**config.mk**
```make
export PLATFORM = sky130hd
export DESIGN_NAME = acs_sequencer
export DESIGN_NICKNAME = d
export VERILOG_FILES = /design/src/hdl/acs_pkg.sv /design/src/hdl/acs_clock_gen.sv /design/src/hdl/acs_sequencer.sv
export SDC_FILE = /design/constraint.sdc
export NUM_CORES = 1
export LEC_CHECK = 0
export BUFFER_PORTS_ARGS = -buffer_cell sky130_fd_sc_hd__buf_4
export CAP_MARGIN = 20
export CORE_ASPECT_RATIO = 1.4
export CORE_MARGIN = 2
export CORE_UTILIZATION = 52
export DETAILED_ROUTE_END_ITERATION = 8
export GPL_TIMING_DRIVEN = 0
export PLACE_DENSITY = 0.81
export REMOVE_ABC_BUFFERS = 1
export SYNTH_ARGS = -nofsm -noshare
export SYNTH_HDL_FRONTEND = slang
export SYNTH_SLANG_ARGS = --single-unit
```
**constraint.sdc**
```tcl
create_clock -name sys_clk_i -period 2.95 [get_ports sys_clk_i]
set_clock_uncertainty 0.15 [all_clocks]
set_input_delay 0 -clock sys_clk_i [delete_from_list [all_inputs] [get_ports sys_clk_i]]
set_output_delay 0 -clock sys_clk_i [all_outputs]
set_load 0.05 [all_outputs]
```
**src/hdl/acs_pkg.sv**
```systemverilog
// Constants and types shared by the converter sequencer and its clock generator
// Notes on behaviour
// - A conversion trigger comes from the software start bit or a timer event.
// - Sequence, repeat-single and repeat-sequence operation chosen by the sequence mode field.
// - In those modes a trigger while busy halts conversions until enable and power are both cleared and set again.
// - After such a halt the timer overflow flag is not to be trusted.
// - Recovery: clear enable and power, then set power, then enable, then restart.
// - Clock select 11 routes the sub-main clock to the converter.
// - Leaving gated sub-main clock hangs the converter at divide 3, 5 or 7.
// - That hang clears only by power-up clear, power-on or brown-out reset.
// - Sample mode 0 is extended sampling, timed by the sample-hold input.
// - Sample mode 1 is pulse sampling, timed by an internal counter.
package acs_pkg;

   localparam int CHAN_W = 4;
   localparam int DATA_W = 12;
   localparam int TICK_W = 8;

   localparam logic [1:0] CLK_SEL_SUB_MAIN = 2'h3;
   localparam logic [2:0] DIV_BY_3 = 3'h2;
   localparam logic [2:0] DIV_BY_5 = 3'h4;
   localparam logic [2:0] DIV_BY_7 = 3'h6;

   localparam logic [TICK_W-1:0] CONV_CLOCKS = 8'h0D;
   localparam logic [TICK_W-1:0] TICK_RESET = 8'h00;
   localparam logic [CHAN_W-1:0] CHAN_RESET = 4'h0;
   localparam logic [DATA_W-1:0] DATA_RESET = 12'h000;

   typedef enum logic [1:0] {
      SEQ_SINGLE = 2'b00,
      SEQ_CHANNELS = 2'b01,
      SEQ_REPEAT_SINGLE = 2'b10,
      SEQ_REPEAT_CHANNELS = 2'b11
   } acs_seq_mode_t;

   typedef enum logic [2:0] {
      ST_IDLE = 3'b000,
      ST_WAIT_TRIG = 3'b001,
      ST_SAMPLE = 3'b010,
      ST_CONVERT = 3'b011,
      ST_DONE = 3'b100,
      ST_HALTED = 3'b101
   } acs_state_t;

   typedef struct packed {
      logic converter_power_on;
      logic conversion_enable;
      logic trigger_from_timer;
      logic sample_pulse_mode_select;
      logic [1:0] conversion_sequence_mode;
      logic [CHAN_W-1:0] start_channel;
      logic [CHAN_W-1:0] end_channel;
      logic [TICK_W-1:0] sample_clocks;
   } acs_ctrl_t;

   typedef struct packed {
      logic sub_main_clock_gate_off;
      logic [1:0] converter_clock_select;
      logic [2:0] converter_clock_divider;
   } acs_clk_cfg_t;

endpackage

```
**src/hdl/acs_clock_gen.sv**
```systemverilog
// Converter clock selection, division and clock-switch hang
`timescale 1ns/100ps
module acs_clock_gen
   import acs_pkg::*;
(
   input wire logic sys_clk_i,
   input wire logic reset_n_i,
   input wire acs_clk_cfg_t cfg_i,
   input wire logic [3:0] source_tick_i,
   output logic converter_clock_o,
   output logic converter_hung_o
);

   logic [2:0] div_count;
   logic [2:0] next_div_count;
   logic [1:0] prev_select;
   logic hung;
   logic next_hung;
   logic src_tick;
   logic tick;

   always_comb
   begin
      // Index 3 is the sub-main clock
      src_tick = source_tick_i[cfg_i.converter_clock_select];
      tick = 1'b0;
      next_div_count = div_count;
      next_hung = hung;
      if (prev_select == CLK_SEL_SUB_MAIN && cfg_i.converter_clock_select != CLK_SEL_SUB_MAIN
         && cfg_i.sub_main_clock_gate_off
         && (cfg_i.converter_clock_divider == DIV_BY_3
         || cfg_i.converter_clock_divider == DIV_BY_5
         || cfg_i.converter_clock_divider == DIV_BY_7))
      begin
         next_hung = 1'b1;
      end
      if (src_tick && !hung)
      begin
         if (div_count >= cfg_i.converter_clock_divider)
         begin
            next_div_count = 3'h0;
            tick = 1'b1;
         end
         else
         begin
            next_div_count = div_count + 3'h1;
         end
      end
   end

   // Hang is released by reset only
   always_ff @(posedge sys_clk_i or negedge reset_n_i)
   begin
      if (!reset_n_i)
      begin
         div_count <= 3'h0;
         prev_select <= 2'h0;
         hung <= 1'b0;
         converter_clock_o <= 1'b0;
      end
      else
      begin
         div_count <= next_div_count;
         prev_select <= cfg_i.converter_clock_select;
         hung <= next_hung;
         converter_clock_o <= tick;
      end
   end

   assign converter_hung_o = hung;

endmodule

```
**src/hdl/acs_sequencer.sv**
```systemverilog
// Conversion sequencer: triggers, sampling, channel sequencing and halt
`timescale 1ns/100ps
module acs_sequencer
   import acs_pkg::*;
(
   input wire logic sys_clk_i,
   input wire logic reset_n_i,
   input wire acs_ctrl_t ctrl_i,
   input wire acs_clk_cfg_t clk_cfg_i,
   input wire logic [3:0] source_tick_i,
   input wire logic software_start_conversion_i,
   input wire logic timer_trigger_i,
   input wire logic sample_hold_input_i,
   input wire logic [DATA_W-1:0] analog_data_i,
   input wire logic result_read_i,
   output logic conversion_busy_flag_o,
   output logic result_valid_o,
   output logic [DATA_W-1:0] result_data_o,
   output logic [CHAN_W-1:0] result_channel_o,
   output logic [CHAN_W-1:0] current_channel_o,
   output logic conversion_timer_overflow_flag_o,
   output logic halted_o,
   output logic converter_hung_o
);

   acs_state_t state;
   acs_state_t next_state;
   logic [TICK_W-1:0] tick_count;
   logic [TICK_W-1:0] next_tick_count;
   logic [CHAN_W-1:0] channel;
   logic [CHAN_W-1:0] next_channel;
   logic [DATA_W-1:0] next_result_data;
   logic [CHAN_W-1:0] next_result_channel;
   logic next_result_valid;
   logic unread;
   logic next_unread;
   logic overflow;
   logic next_overflow;
   logic conv_tick;
   logic trigger;
   logic busy;
   logic multi_mode;
   logic last_channel;
   logic sample_end;

   acs_clock_gen u_clock_gen (
      .sys_clk_i(sys_clk_i),
      .reset_n_i(reset_n_i),
      .cfg_i(clk_cfg_i),
      .source_tick_i(source_tick_i),
      .converter_clock_o(conv_tick),
      .converter_hung_o(converter_hung_o)
   );

   always_comb
   begin
      trigger = ctrl_i.trigger_from_timer ? timer_trigger_i
                                          : software_start_conversion_i;
      busy = (state == ST_SAMPLE) || (state == ST_CONVERT);
      multi_mode = (ctrl_i.conversion_sequence_mode != SEQ_SINGLE);
      last_channel = (channel == ctrl_i.end_channel);
      if (ctrl_i.sample_pulse_mode_select)
      begin
         sample_end = conv_tick && (tick_count >= ctrl_i.sample_clocks);
      end
      else
      begin
         sample_end = !sample_hold_input_i;
      end
   end

   always_comb
   begin
      next_state = state;
      next_tick_count = tick_count;
      next_channel = channel;
      next_result_data = result_data_o;
      next_result_channel = result_channel_o;
      next_result_valid = 1'b0;
      next_unread = unread;
      next_overflow = overflow;
      if (result_read_i)
      begin
         next_unread = 1'b0;
         next_overflow = 1'b0;
      end
      case (state)
         ST_IDLE:
         begin
            next_channel = ctrl_i.start_channel;
            if (ctrl_i.converter_power_on && ctrl_i.conversion_enable)
            begin
               next_state = ST_WAIT_TRIG;
            end
         end
         ST_WAIT_TRIG:
         begin
            next_tick_count = TICK_RESET;
            if (!ctrl_i.conversion_enable || !ctrl_i.converter_power_on)
            begin
               next_state = ST_IDLE;
            end
            else if (trigger)
            begin
               next_state = ST_SAMPLE;
            end
         end
         ST_SAMPLE:
         begin
            if (trigger && multi_mode)
            begin
               next_state = ST_HALTED;
            end
            else if (sample_end)
            begin
               next_state = ST_CONVERT;
               next_tick_count = TICK_RESET;
            end
            else if (conv_tick)
            begin
               next_tick_count = tick_count + 8'h01;
            end
         end
         ST_CONVERT:
         begin
            if (trigger && multi_mode)
            begin
               next_state = ST_HALTED;
            end
            else if (conv_tick)
            begin
               next_tick_count = tick_count + 8'h01;
               if (tick_count + 8'h01 >= CONV_CLOCKS)
               begin
                  next_result_data = analog_data_i;
                  next_result_channel = channel;
                  next_result_valid = 1'b1;
                  next_unread = 1'b1;
                  if (unread)
                  begin
                     next_overflow = 1'b1;
                  end
                  case (ctrl_i.conversion_sequence_mode)
                     SEQ_SINGLE:
                     begin
                        next_state = ST_DONE;
                     end
                     SEQ_CHANNELS:
                     begin
                        next_state = last_channel ? ST_DONE : ST_WAIT_TRIG;
                        next_channel = channel + 4'h1;
                     end
                     SEQ_REPEAT_SINGLE:
                     begin
                        next_state = ST_WAIT_TRIG;
                     end
                     default:
                     begin
                        next_state = ST_WAIT_TRIG;
                        next_channel = last_channel ? ctrl_i.start_channel : channel + 4'h1;
                     end
                  endcase
               end
            end
         end
         ST_DONE:
         begin
            // Rearmed by dropping enable
            if (!ctrl_i.conversion_enable || !ctrl_i.converter_power_on)
            begin
               next_state = ST_IDLE;
            end
         end
         ST_HALTED:
         begin
            // Flag frozen while halted, its content is unreliable
            next_overflow = overflow;
            if (!ctrl_i.conversion_enable && !ctrl_i.converter_power_on)
            begin
               next_state = ST_IDLE;
            end
         end
         default:
         begin
            next_state = ST_IDLE;
         end
      endcase
      // Power removal aborts a conversion, but not a halt
      if (state != ST_HALTED && !ctrl_i.converter_power_on)
      begin
         next_state = ST_IDLE;
      end
   end

   always_ff @(posedge sys_clk_i or negedge reset_n_i)
   begin
      if (!reset_n_i)
      begin
         state <= ST_IDLE;
         tick_count <= TICK_RESET;
         channel <= CHAN_RESET;
         result_data_o <= DATA_RESET;
         result_channel_o <= CHAN_RESET;
         result_valid_o <= 1'b0;
         unread <= 1'b0;
         overflow <= 1'b0;
      end
      else
      begin
         state <= next_state;
         tick_count <= next_tick_count;
         channel <= next_channel;
         result_data_o <= next_result_data;
         result_channel_o <= next_result_channel;
         result_valid_o <= next_result_valid;
         unread <= next_unread;
         overflow <= next_overflow;
      end
   end

   assign conversion_busy_flag_o = busy;
   assign current_channel_o = channel;
   assign conversion_timer_overflow_flag_o = overflow;
   assign halted_o = (state == ST_HALTED);

endmodule

```
Word-level counts from Yosys, hierarchy flattened
Index checks and enable logic that the tools add are counted.
{ "classes": {"n_addsub": 3, "order_cmp": 4, "n_eq_ne": 26, "mux": 47, "bitwise": 1, "reduce_logical": 27} }
{ "ops": {"columns": ["op", "n"], "rows": [
  ["3-bit 2-to-1 mux", 13],
  ["8-bit 2-to-1 mux", 4],
  ["8-bit case mux with 3 select lines", 1],
  ["1-bit 2-to-1 mux", 19],
  ["3-bit case mux with 6 select lines", 1],
  ["4-bit 2-to-1 mux", 4],
  ["4-bit case mux with 2 select lines", 2],
  ["3-bit equality test, second input constant", 4],
  ["3-bit by 2-bit equality test with 1-bit output, second input constant", 3],
  ["1-bit logical AND", 9],
  ["3-bit inequality test, second input constant", 3],
  ["8-bit by 1-bit adder with 8-bit output, second input constant", 1],
  ["8-bit by 4-bit greater-or-equal comparator with 1-bit output, second input constant", 1],
  ["8-bit greater-or-equal comparator", 1],
  ["2-bit inequality test, second input constant", 4],
  ["4-bit by 1-bit inequality test with 1-bit output, second input constant", 2],
  ["7-bit AND reduction", 1],
  ["3-bit case mux with 2 select lines", 1],
  ["5-bit AND reduction", 1],
  ["4-bit by 1-bit adder with 4-bit output, second input constant", 1],
  ["2-bit equality test, second input constant", 2],
  ["4-bit equality test", 1],
  ["1-bit zero test", 4],
  ["1-bit logical OR", 4],
  ["19 further kinds", 21]
]} }
{ "totals": {"reg_bits": 41, "inputBits": 50, "output_inout_bits": 25, "wordCells": 120} }

Logic depth before layout (Yosys ltp)
Gate-level depths: netlist of the first run.
{ "depth": {"ltp_word": 8, "ltp_mapped": 11, "mapped_depth_nobuf": 8} }

Cells and area by module
Synthesis of the first run repeated with hierarchy kept, for this count alone.
{ "unflattened": {"cells_unflattened": 262, "area_unflattened_um2": 2607.5} }
{ "by_module_without_submodules": {"columns": ["mod", "instances", "cells_each", "area_each_um2"], "rows": [
  ["acs_sequencer", 1, 226, 2203.4],
  ["acs_clock_gen", 1, 36, 404.1]
]} }

Worst setup path after synthesis of the first run
No wires, ideal clock.
{ "synth_timing": {"path_type": "reg-to-reg", "start": "register tick_count[0]", "end": "register result_data_o[3]", "setup_time_ns": 0.125, "arrival_ns": 2.208, "required_time_ns": 2.675, "slack_ns": 0.467, "path_stages_with_launch": 12, "n_path_buf": 3, "period_less_slack_ns": 2.483, "path_cell_list": "dfrtp_1 clkbuf_2 inv_1 ha_1 nor2b_1 a22o_2 a21o_2 o221ai_2 or2_1 buf_6 buf_12 mux2_4"} }
{ "synth_between": {"elab_chain_cells": 3} }
{ "synth_rtl": {"columns": ["element", "line", "rtl"], "rows": [
  ["start: declaration", "acs_sequencer.sv:28", "logic [TICK_W-1:0] tick_count;"],
  ["start signal: assignment", "acs_sequencer.sv:211", "tick_count <= next_tick_count;"],
  ["8-bit by 1-bit adder with 8-bit output", "acs_sequencer.sv:133", "if (tick_count + 8'h01 >= CONV_CLOCKS)"],
  ["8-bit by 4-bit greater-or-equal comparator with 1-bit output", "acs_sequencer.sv:133", null],
  ["4-bit AND reduction (no source line)", null, null],
  ["end signal: assignment", "acs_sequencer.sv:213", "result_data_o <= next_result_data;"],
  ["end: declaration", "acs_sequencer.sv:18", "output logic [DATA_W-1:0] result_data_o,"]
]} }
No other way between the ends.
A chain may end at the register's enable or synchronous reset.

Final worst setup path of the first run
{ "layout_timing": {"start": "register tick_count[0]", "end": "register channel[1], in the netlist current_channel_o[1]"} }
{ "layout_between": {"elab_chain_cells": 4} }
{ "layout_rtl": {"columns": ["element", "line", "rtl"], "rows": [
  ["8-bit by 1-bit adder with 8-bit output", "acs_sequencer.sv:133", null],
  ["8-bit by 4-bit greater-or-equal comparator with 1-bit output", "acs_sequencer.sv:133", null],
  ["2-bit by 1-bit inequality test with 1-bit output (no source line)", null, null],
  ["5-bit AND reduction (no source line)", null, null],
  ["end signal: assignment", "acs_sequencer.sv:212", "channel <= next_channel;"],
  ["end: declaration", "acs_sequencer.sv:30", "logic [CHAN_W-1:0] channel;"]
]} }
No other way between the ends.

==> results by group, run 1 <==
Route
  – Antenna Nets Post-Route: 0
  – Drt first-iter violations: 106
  – Initial DRT Pass Iterations: 4
  – DRT Wirelength: 6486 um
  – Post-route DRC: 0
  – Per-cell routed wire length: between 15 and 20 um
  – Routed via count: 2303
  – Avg Vias per Cell: 5.590

Logic synthesis
  – Post-synth top area share: 0.4116
  – Synth top area cells: dfrtp_1 (41%), ha_1 (7.5%), mux2_2 (5.4%), mux2_4 (4.2%), o21ai_0 (3.4%)
  – Yosys reg bits: 41
  – Largest area contributor in the netlist: dfrtp_1
  – Async SR Flop Fraction: 1.000
  – Number of synthesized flops with an enable pin: 0
  – Synth unique cells: 52
  – Cell Area, Synth: around 0.0025 sq mm
  – Most used DFF post-synth: dfrtp_1
  – Post-Synthesis Cells: between 200 and 300
  – Ys Warns: 0
  – Mean area per synthesized cell: 9.890 sq um
  – Sequential share of the synthesized area: 0.4116

Worst hold path
  – Hold Crit Class: in2async

Layout
  – Most frequent cells in the layout: buf_4 (74), dfrtp_1 (41), dlygate4sd3_1 (25)
  – Most common cell after layout, fill and taps aside: buf_4
  – Multi-input gate area: 0.001316 sq mm
  – Antenna Cells: 0
  – # fillers: 333
  – Area growth from synthesis to final layout: 38.45%
  – Layout Nets: 414
  – FF/Latch Area: 0.001026 sq mm
  – Fin util: 0.7548
  – Layout cells sized above 1: 0.3171

Clock network
  – CTS Root Cell: clkbuf_8
  – Number of CTS-inserted buffers: 5
  – Worst skew pair latency: 0.30 ns
  – H-tree depth: 2
  – CTS Sinks: 41
  – Clock Tree Buf Depth: 2
  – CTS tree: yes
  – CTS clock-pin slew for the worst setup and hold paths: approximately 0.090 ns

Worst setup path
  – Cells on worst reg2reg path: 8
  – Slowest CP cell: dfrtp_1
  – CP required: 2.99 ns
  – Reg2reg end: current_channel_o[1]
  – Critical path arrival: roughly 2.8 ns
  – Worst path cell trace: inv_1 > ha_1 > nor2b_1 > a22o_2 > a21o_2 > o221ai_2 > a2bb2oi_1 > mux2_2
  – Element type at the critical path end: flop
  – CP Launch Type: flop
  – Max FO, Critical Path: 9
  – Reg2Reg Setup Slack: 0.17 ns
  – Worst path max stage delay: about 0.53 ns
  – R2r startpoint: tick_count[0]
  – Setup CP Type: reg2reg

Status
  – Outcome: complete, no violations

GRT
  – Overflow after GRT: 0
  – Gr usage total: 0.2718
  – Largest net degree at the start of global routing: 42
  – Via count of the first global-routing pass: 2445
  – Initial antenna violation count: 0
  – Global-route wire length before repair: between 10000 and 15000 um

Timing
  – Relative slew slack: 0.6492
  – Tcrit/Tclk final: 0.9418
  – RSZ-0062 raised after global routing: false
  – Final Hold Fails: 0
  – Slew Viols, Final: 0
  – FMAX: 0.3599 GHz
  – Worst-Margin Slew: 0.5242 ns
  – Final setup fails: 0
  – Post-layout minimum cycle time: between 2 and 3 ns

Floorplan
  – Die area: between 0.005 and 0.006 sq mm
  – Core ar.: 0.004572 sq mm
  – # IOs: 75
  – Initial core utilization: 0.5452
  – DIE WIDTH: approximately 63 um
  – Die Y: 85.92 um
  – Row count: 29

Pwr
  – Total Power: 1633 uW
  – Pleak: 0.001715 uW
  – Worst VDD drop: 0.0004094 V
  – P per Cell Area: 473.3 mW/mm^2
  – Comb pwr share: 0.253
  – Clk pwr share: 0.339
  – Pint: 1140 uW
  – Switching part of the total power: 0.3018
  – Reg power frac: 0.408
  – Psw: about 500 uW

Placed design
  – DP Wirelength: 4301 um
  – GP Congestion: 0.8847
  – Port Buf Inserts: 74

Flow run
  – Maxcap violations: 0
cells in the mapped netlist (4+ instances only):
master   number
inv_1        22
nor2_1       19
a21oi_1       7
a31oi_1       9
mux2i_1       4
nand4_1       5
nor3_1        6
mux2_2       12
o21ai_0      17
a21o_1        4
mux2_4        7
xnor2_1       5
nand2_1      21
ha_1         15
nand3_1       5
dfrtp_1      41
power by group through the flow:
stage / registers (uW) / clock network (uW) / logic (uW)
floorplan: 720 / 0 / 182
global placement: 675 / 0 / 361
finish: 666 / 554 / 413
CTS: 665 / 559 / 408
global route: 677 / 583 / 455
detailed placement: 675 / 0 / 379
through the flow:
step / hold slack [ns] / setup TNS (ns) / worst slack (ns) / std cells / cell area [sq um]
3_3_place_gp: -0.1419 / -2.836 / -0.2048 / 378 / 3055
4_1_cts: 0.07387 / 0 / 0.03898 / 412 / 3448
5_1_grt: 0.1086 / 0 / 0.01534 / 412 / 3451
2_1_floorplan: -0.4456 / 0 / 0.2078 / 242 / 2422
3_5_place_dp: -0.1324 / -3.632 / -0.2601 / 379 / 3060
6_report: 0.05056 / 0 / 0.1717 / 412 / 3451
timing repair:
action / 4_1_cts / 5_1_grt
hold buffers: 25 / 0
endpoints found under the hold margin: 64 / 0
buffers inserted: 0 / 0
endpoints found under the setup margin: 17 / 17
gates resized for setup: 1 / 1
pin swaps: 0 / 0
sequential cells by signal, indices dropped and copies added (netlist names):
| name | cells |
|---|---|
| u_clock_gen.converter_clock_o | 1 |
| result_valid_o | 1 |
| current_channel_o | 4 |
| result_data_o | 12 |
| u_clock_gen.converter_hung_o | 1 |
| state | 3 |
| conversion_timer_overflow_flag_o | 1 |
| unread | 1 |
| result_channel_o | 4 |
| u_clock_gen.prev_select | 2 |
| u_clock_gen.div_count | 3 |
| tick_count | 8 |
critical path, delay by kind of cell (launching register included):
family,cells,cell delay (ns)
AND/OR/NAND/NOR,1,0.13
AO/OA/AOI/OAI,4,1.15
adder cells (fa/ha/maj),1,0.21
buffers and inverters,1,0.11
flip-flops,1,0.53
multiplexers,1,0.38
how the worst max path moves through the flow:
| stage | startpoint | endpoint | slack (ns) | depth (start not counted) |
|---|---|---|---|---|
| 2_1_floorplan | tick_count[0] | result_channel_o[0] | 0.21 | 8 |
| 3_3_place_gp | tick_count[0] | result_data_o[11] | -0.20 | 8 |
| 3_5_place_dp | tick_count[0] | result_data_o[2] | -0.26 | 8 |
| 4_1_cts | tick_count[0] | result_data_o[2] | 0.04 | 8 |
| 5_1_grt | tick_count[0] | result_channel_o[3] | 0.02 | 8 |
| 6_report | tick_count[0] | current_channel_o[1] | 0.17 | 8 |
routing by layer:
metal  GRT usage  vias up  part of all wire
li1            -     1104                 -
met1      0.3253     1102              0.39
met2      0.4848       82              0.53
met3     0.04199       15             0.051
met4      0.1172        0             0.026
met5           0        -                 0
logic make-up (layout without fill, tap and decap cells):
logic type | count (synthesis) | in the layout | synth area share
buf+inv | 32 | 130 | 0.06124
xor+xnor | 5 | 5 | 0.01757
fa+ha+maj | 15 | 15 | 0.07530
simple gates | 70 | 70 | 0.1335
mux | 24 | 24 | 0.1215
flops | 41 | 41 | 0.4116
compound gates | 65 | 65 | 0.1792
layout make-up:
cell class / count / area share
Clock buffer: 5 / 0.01994
Clock inverter: 3 / 0.01994
Inverter: 22 / 0.02393
Multi-Input combinational cell: 179 / 0.3814
Sequential cell: 41 / 0.2973
Tap cell: 62 / 0.02248
Timing Repair Buffer: 100 / 0.2350
No activity file was read; power rests on OpenSTA's default activity.
==> run 2: changes to the inputs <==
--- a/config.mk
+++ b/config.mk
@@ -8,11 +8,11 @@
 export BUFFER_PORTS_ARGS = -buffer_cell sky130_fd_sc_hd__buf_4
 export CAP_MARGIN = 20
 export CORE_ASPECT_RATIO = 1.4
-export CORE_MARGIN = 2
 export CORE_UTILIZATION = 52
 export DETAILED_ROUTE_END_ITERATION = 8
 export GPL_TIMING_DRIVEN = 0
 export PLACE_DENSITY = 0.81
+export RECOVER_POWER = 25
 export REMOVE_ABC_BUFFERS = 1
 export SYNTH_ARGS = -nofsm -noshare
 export SYNTH_HDL_FRONTEND = slang
==> run 2 against run 1 <==
  * Cell area shrank 0.76%
  * Sequential share of layout area grew 0.26 points
  * Critical path type unchanged
  * Worst setup slack lost 0.028 ns
  * Register-to-register slack lost 0.03 ns
  * Final cell count is the same
  * Critical endpoint is now state[0]
  * Non-clock buffer count is the same
  * Utilization shrank 0.57 points
  * Fmax shrank 0.99%
  * Via count grew 0.26%
==> results by group, run 2 (synthesis results as in run 1) <==
Clock network
  – CTS Root Cell: clkbuf_8
  – Post-CTS Setup Repair Bufs: 0
  – Worst skew pair latency: 0.30 ns
  – Clock Tree Buf Depth: 2
  – CTS Sinks: 41
  – CTS tree: yes
  – Number of CTS-inserted buffers: 5
  – H-tree depth: 2
  – CTS clock-pin slew for the worst setup and hold paths: 0.09 ns

Floorplan
  – Die Y: 83.92 um
  – Initial core utilization: 0.5452
  – DIE WIDTH: 60.51 um
  – Core ar.: 0.004572 sq mm
  – Die area: 0.005078 sq mm
  – # IOs: 75
  – Row count: 29

Pwr
  – Clk pwr share: 0.299
  – Switching part of the total power: 0.3230
  – Pleak: 0.001694 uW
  – Comb pwr share: 0.274
  – Reg power frac: 0.427
  – P per Cell Area: 456.7 mW/mm^2
  – Worst VDD drop: ~0.00047 V
  – Pint: 1059 uW
  – Psw: a little over 500 uW

Worst setup path
  – CP Launch Type: flop
  – Critical path arrival: between 2 and 3 ns
  – Element type at the critical path end: flop
  – Cells on worst reg2reg path: 8
  – Setup CP Type: reg2reg
  – Max FO, Critical Path: 9
  – CP required: 2.99 ns

Layout
  – Layout cells sized above 1: 0.3143
  – Area growth from synthesis to final layout: 37.40%
  – # fillers: 349
  – Multi-input gate area: approximately 0.0013 sq mm
  – FF/Latch Area: 0.001027 sq mm
  – Antenna Cells: 0
  – Most frequent cells in the layout: buf_4 (73), dfrtp_1 (40), dlygate4sd3_1 (25)
  – Max reg flops: 12
  – Layout Nets: 414
  – Reg with most FFs: result_data_o
  – Top Registers: result_data_o: 12 flops, tick_count: 8 flops
  – Most common cell after layout, fill and taps aside: buf_4
  – Design area: about 0.0034 sq mm
  – Fin util: 0.7490
  – Fin cells: 412

Timing
  – FMAX: roughly 0.36 GHz
  – Worst-Margin Slew: 0.6483 ns
  – Final setup fails: 0
  – Final Hold Fails: 0
  – Post-layout minimum cycle time: between 2 and 3 ns
  – Post-Route Setup TNS: 0 ns
  – Relative slew slack: 0.5652
  – RSZ-0062 raised after global routing: false
  – Tcrit/Tclk final: 0.9512
  – Post-route setup slack: about 0.14 ns
  – Slew Viols, Final: 0

GRT
  – Global-route wire length before repair: 10600 um
  – Via count of the first global-routing pass: 2314
  – Overflow after GRT: 0
  – Initial antenna violation count: 0
  – Largest net degree at the start of global routing: 42
  – Gr usage total: 0.2782

Route
  – Routed via count: 2309
  – Post-route DRC: 0
  – Antenna Nets Post-Route: 0
  – Drt first-iter violations: 107
  – DRT Wirelength: 6471 um
  – Avg Vias per Cell: 5.604
  – Initial DRT Pass Iterations: 4
  – Per-cell routed wire length: 15.71 um

Placed design
  – DP Wirelength: approximately 4400 um
  – Pre-CTS setup slack: -0.2134 ns
  – Port Buf Inserts: between 70 and 80
  – Dpl cells: 379
  – DP Area: 0.003063 sq mm
  – GP Congestion: 0.9118

Worst hold path
  – Hold path depth: 4
  – Hold Crit Class: in2reg

Flow run
  – Maxcap violations: 0

Status
  – Outcome: complete, no violations
## run 2: changes by cell type in the layout (fill, tap and decap cells not counted), sizes merged
cell and change:
buf -2, clkbuf +2, bufinv -1, clkinv +1, clkinvlp +1, inv -1
## run 2: power by group through the flow
stage               registers (uW)  clock network, uW  logic [uW]
finish                         668                468         428
CTS                            663                472         414
global route                   678                495         471
floorplan                      720                  0         182
global placement               672                  0         363
detailed placement             673                  0         384
## run 2: critical path, stage by stage (launching register included)
cell           delay (ns)
dfrtp_1              0.53
ha_1                 0.34
and3_4               0.23
mux2i_1              0.10
a21oi_2              0.19
o21ai_0              0.13
and3_1               0.23
a211o_1              0.22
dlygate4sd3_1        0.55
## run 2: layer usage
layer | routed length [um] | vias up | GRT usage
met5 | 0 | - | 0
met4 | 104 | 0 | 0.07645
met3 | 269 | 13 | 0.04961
met2 | 3684 | 80 | 0.5015
met1 | 2413 | 1110 | 0.3238
li1 | - | 1106 | -
## run 2: worst paths after layout
path	slack, ns	to	from
worst max register to register	0.14	state[0]	tick_count[1]
max in group asynchronous	2.19	tick_count[0]	reset_n_i
min in group asynchronous	0.07	result_data_o[11]	reset_n_i
worst min register to register	0.36	result_channel_o[0]	result_channel_o[0]
worst max-delay path	0.14	state[0]	tick_count[1]
worst min-delay path	0.03	state[1]	ctrl_i[20]
## run 2: layout make-up
cell class	count	share of cell area
Tap cell	62	0.02265
Sequential cell	41	0.3000
Inverter	22	0.02411
Multi-Input combinational cell	179	0.3844
Timing Repair Buffer	100	0.2353
Clock buffer	5	0.02010
Clock inverter	3	0.01352
## run 2: repair_timing
| item | 4_1_cts | 5_1_grt |
|---|---|---|
| setup endpoints to repair | 17 | 18 |
| resized for setup | 1 | 2 |
| hold buffers | 25 | 0 |
| gates cloned | 0 | 0 |
| endpoints found under the hold margin | 64 | 0 |
## run 2: metrics by stage
step | total power [uW] | hold WS, ns
final | 1564 | 0.03197
after global placement | 1035 | -0.1377
after CTS | 1550 | 0.02663
after global routing | 1644 | 0.08384
after detailed placement | 1057 | -0.1338
after floorplan | 901.8 | -0.4456
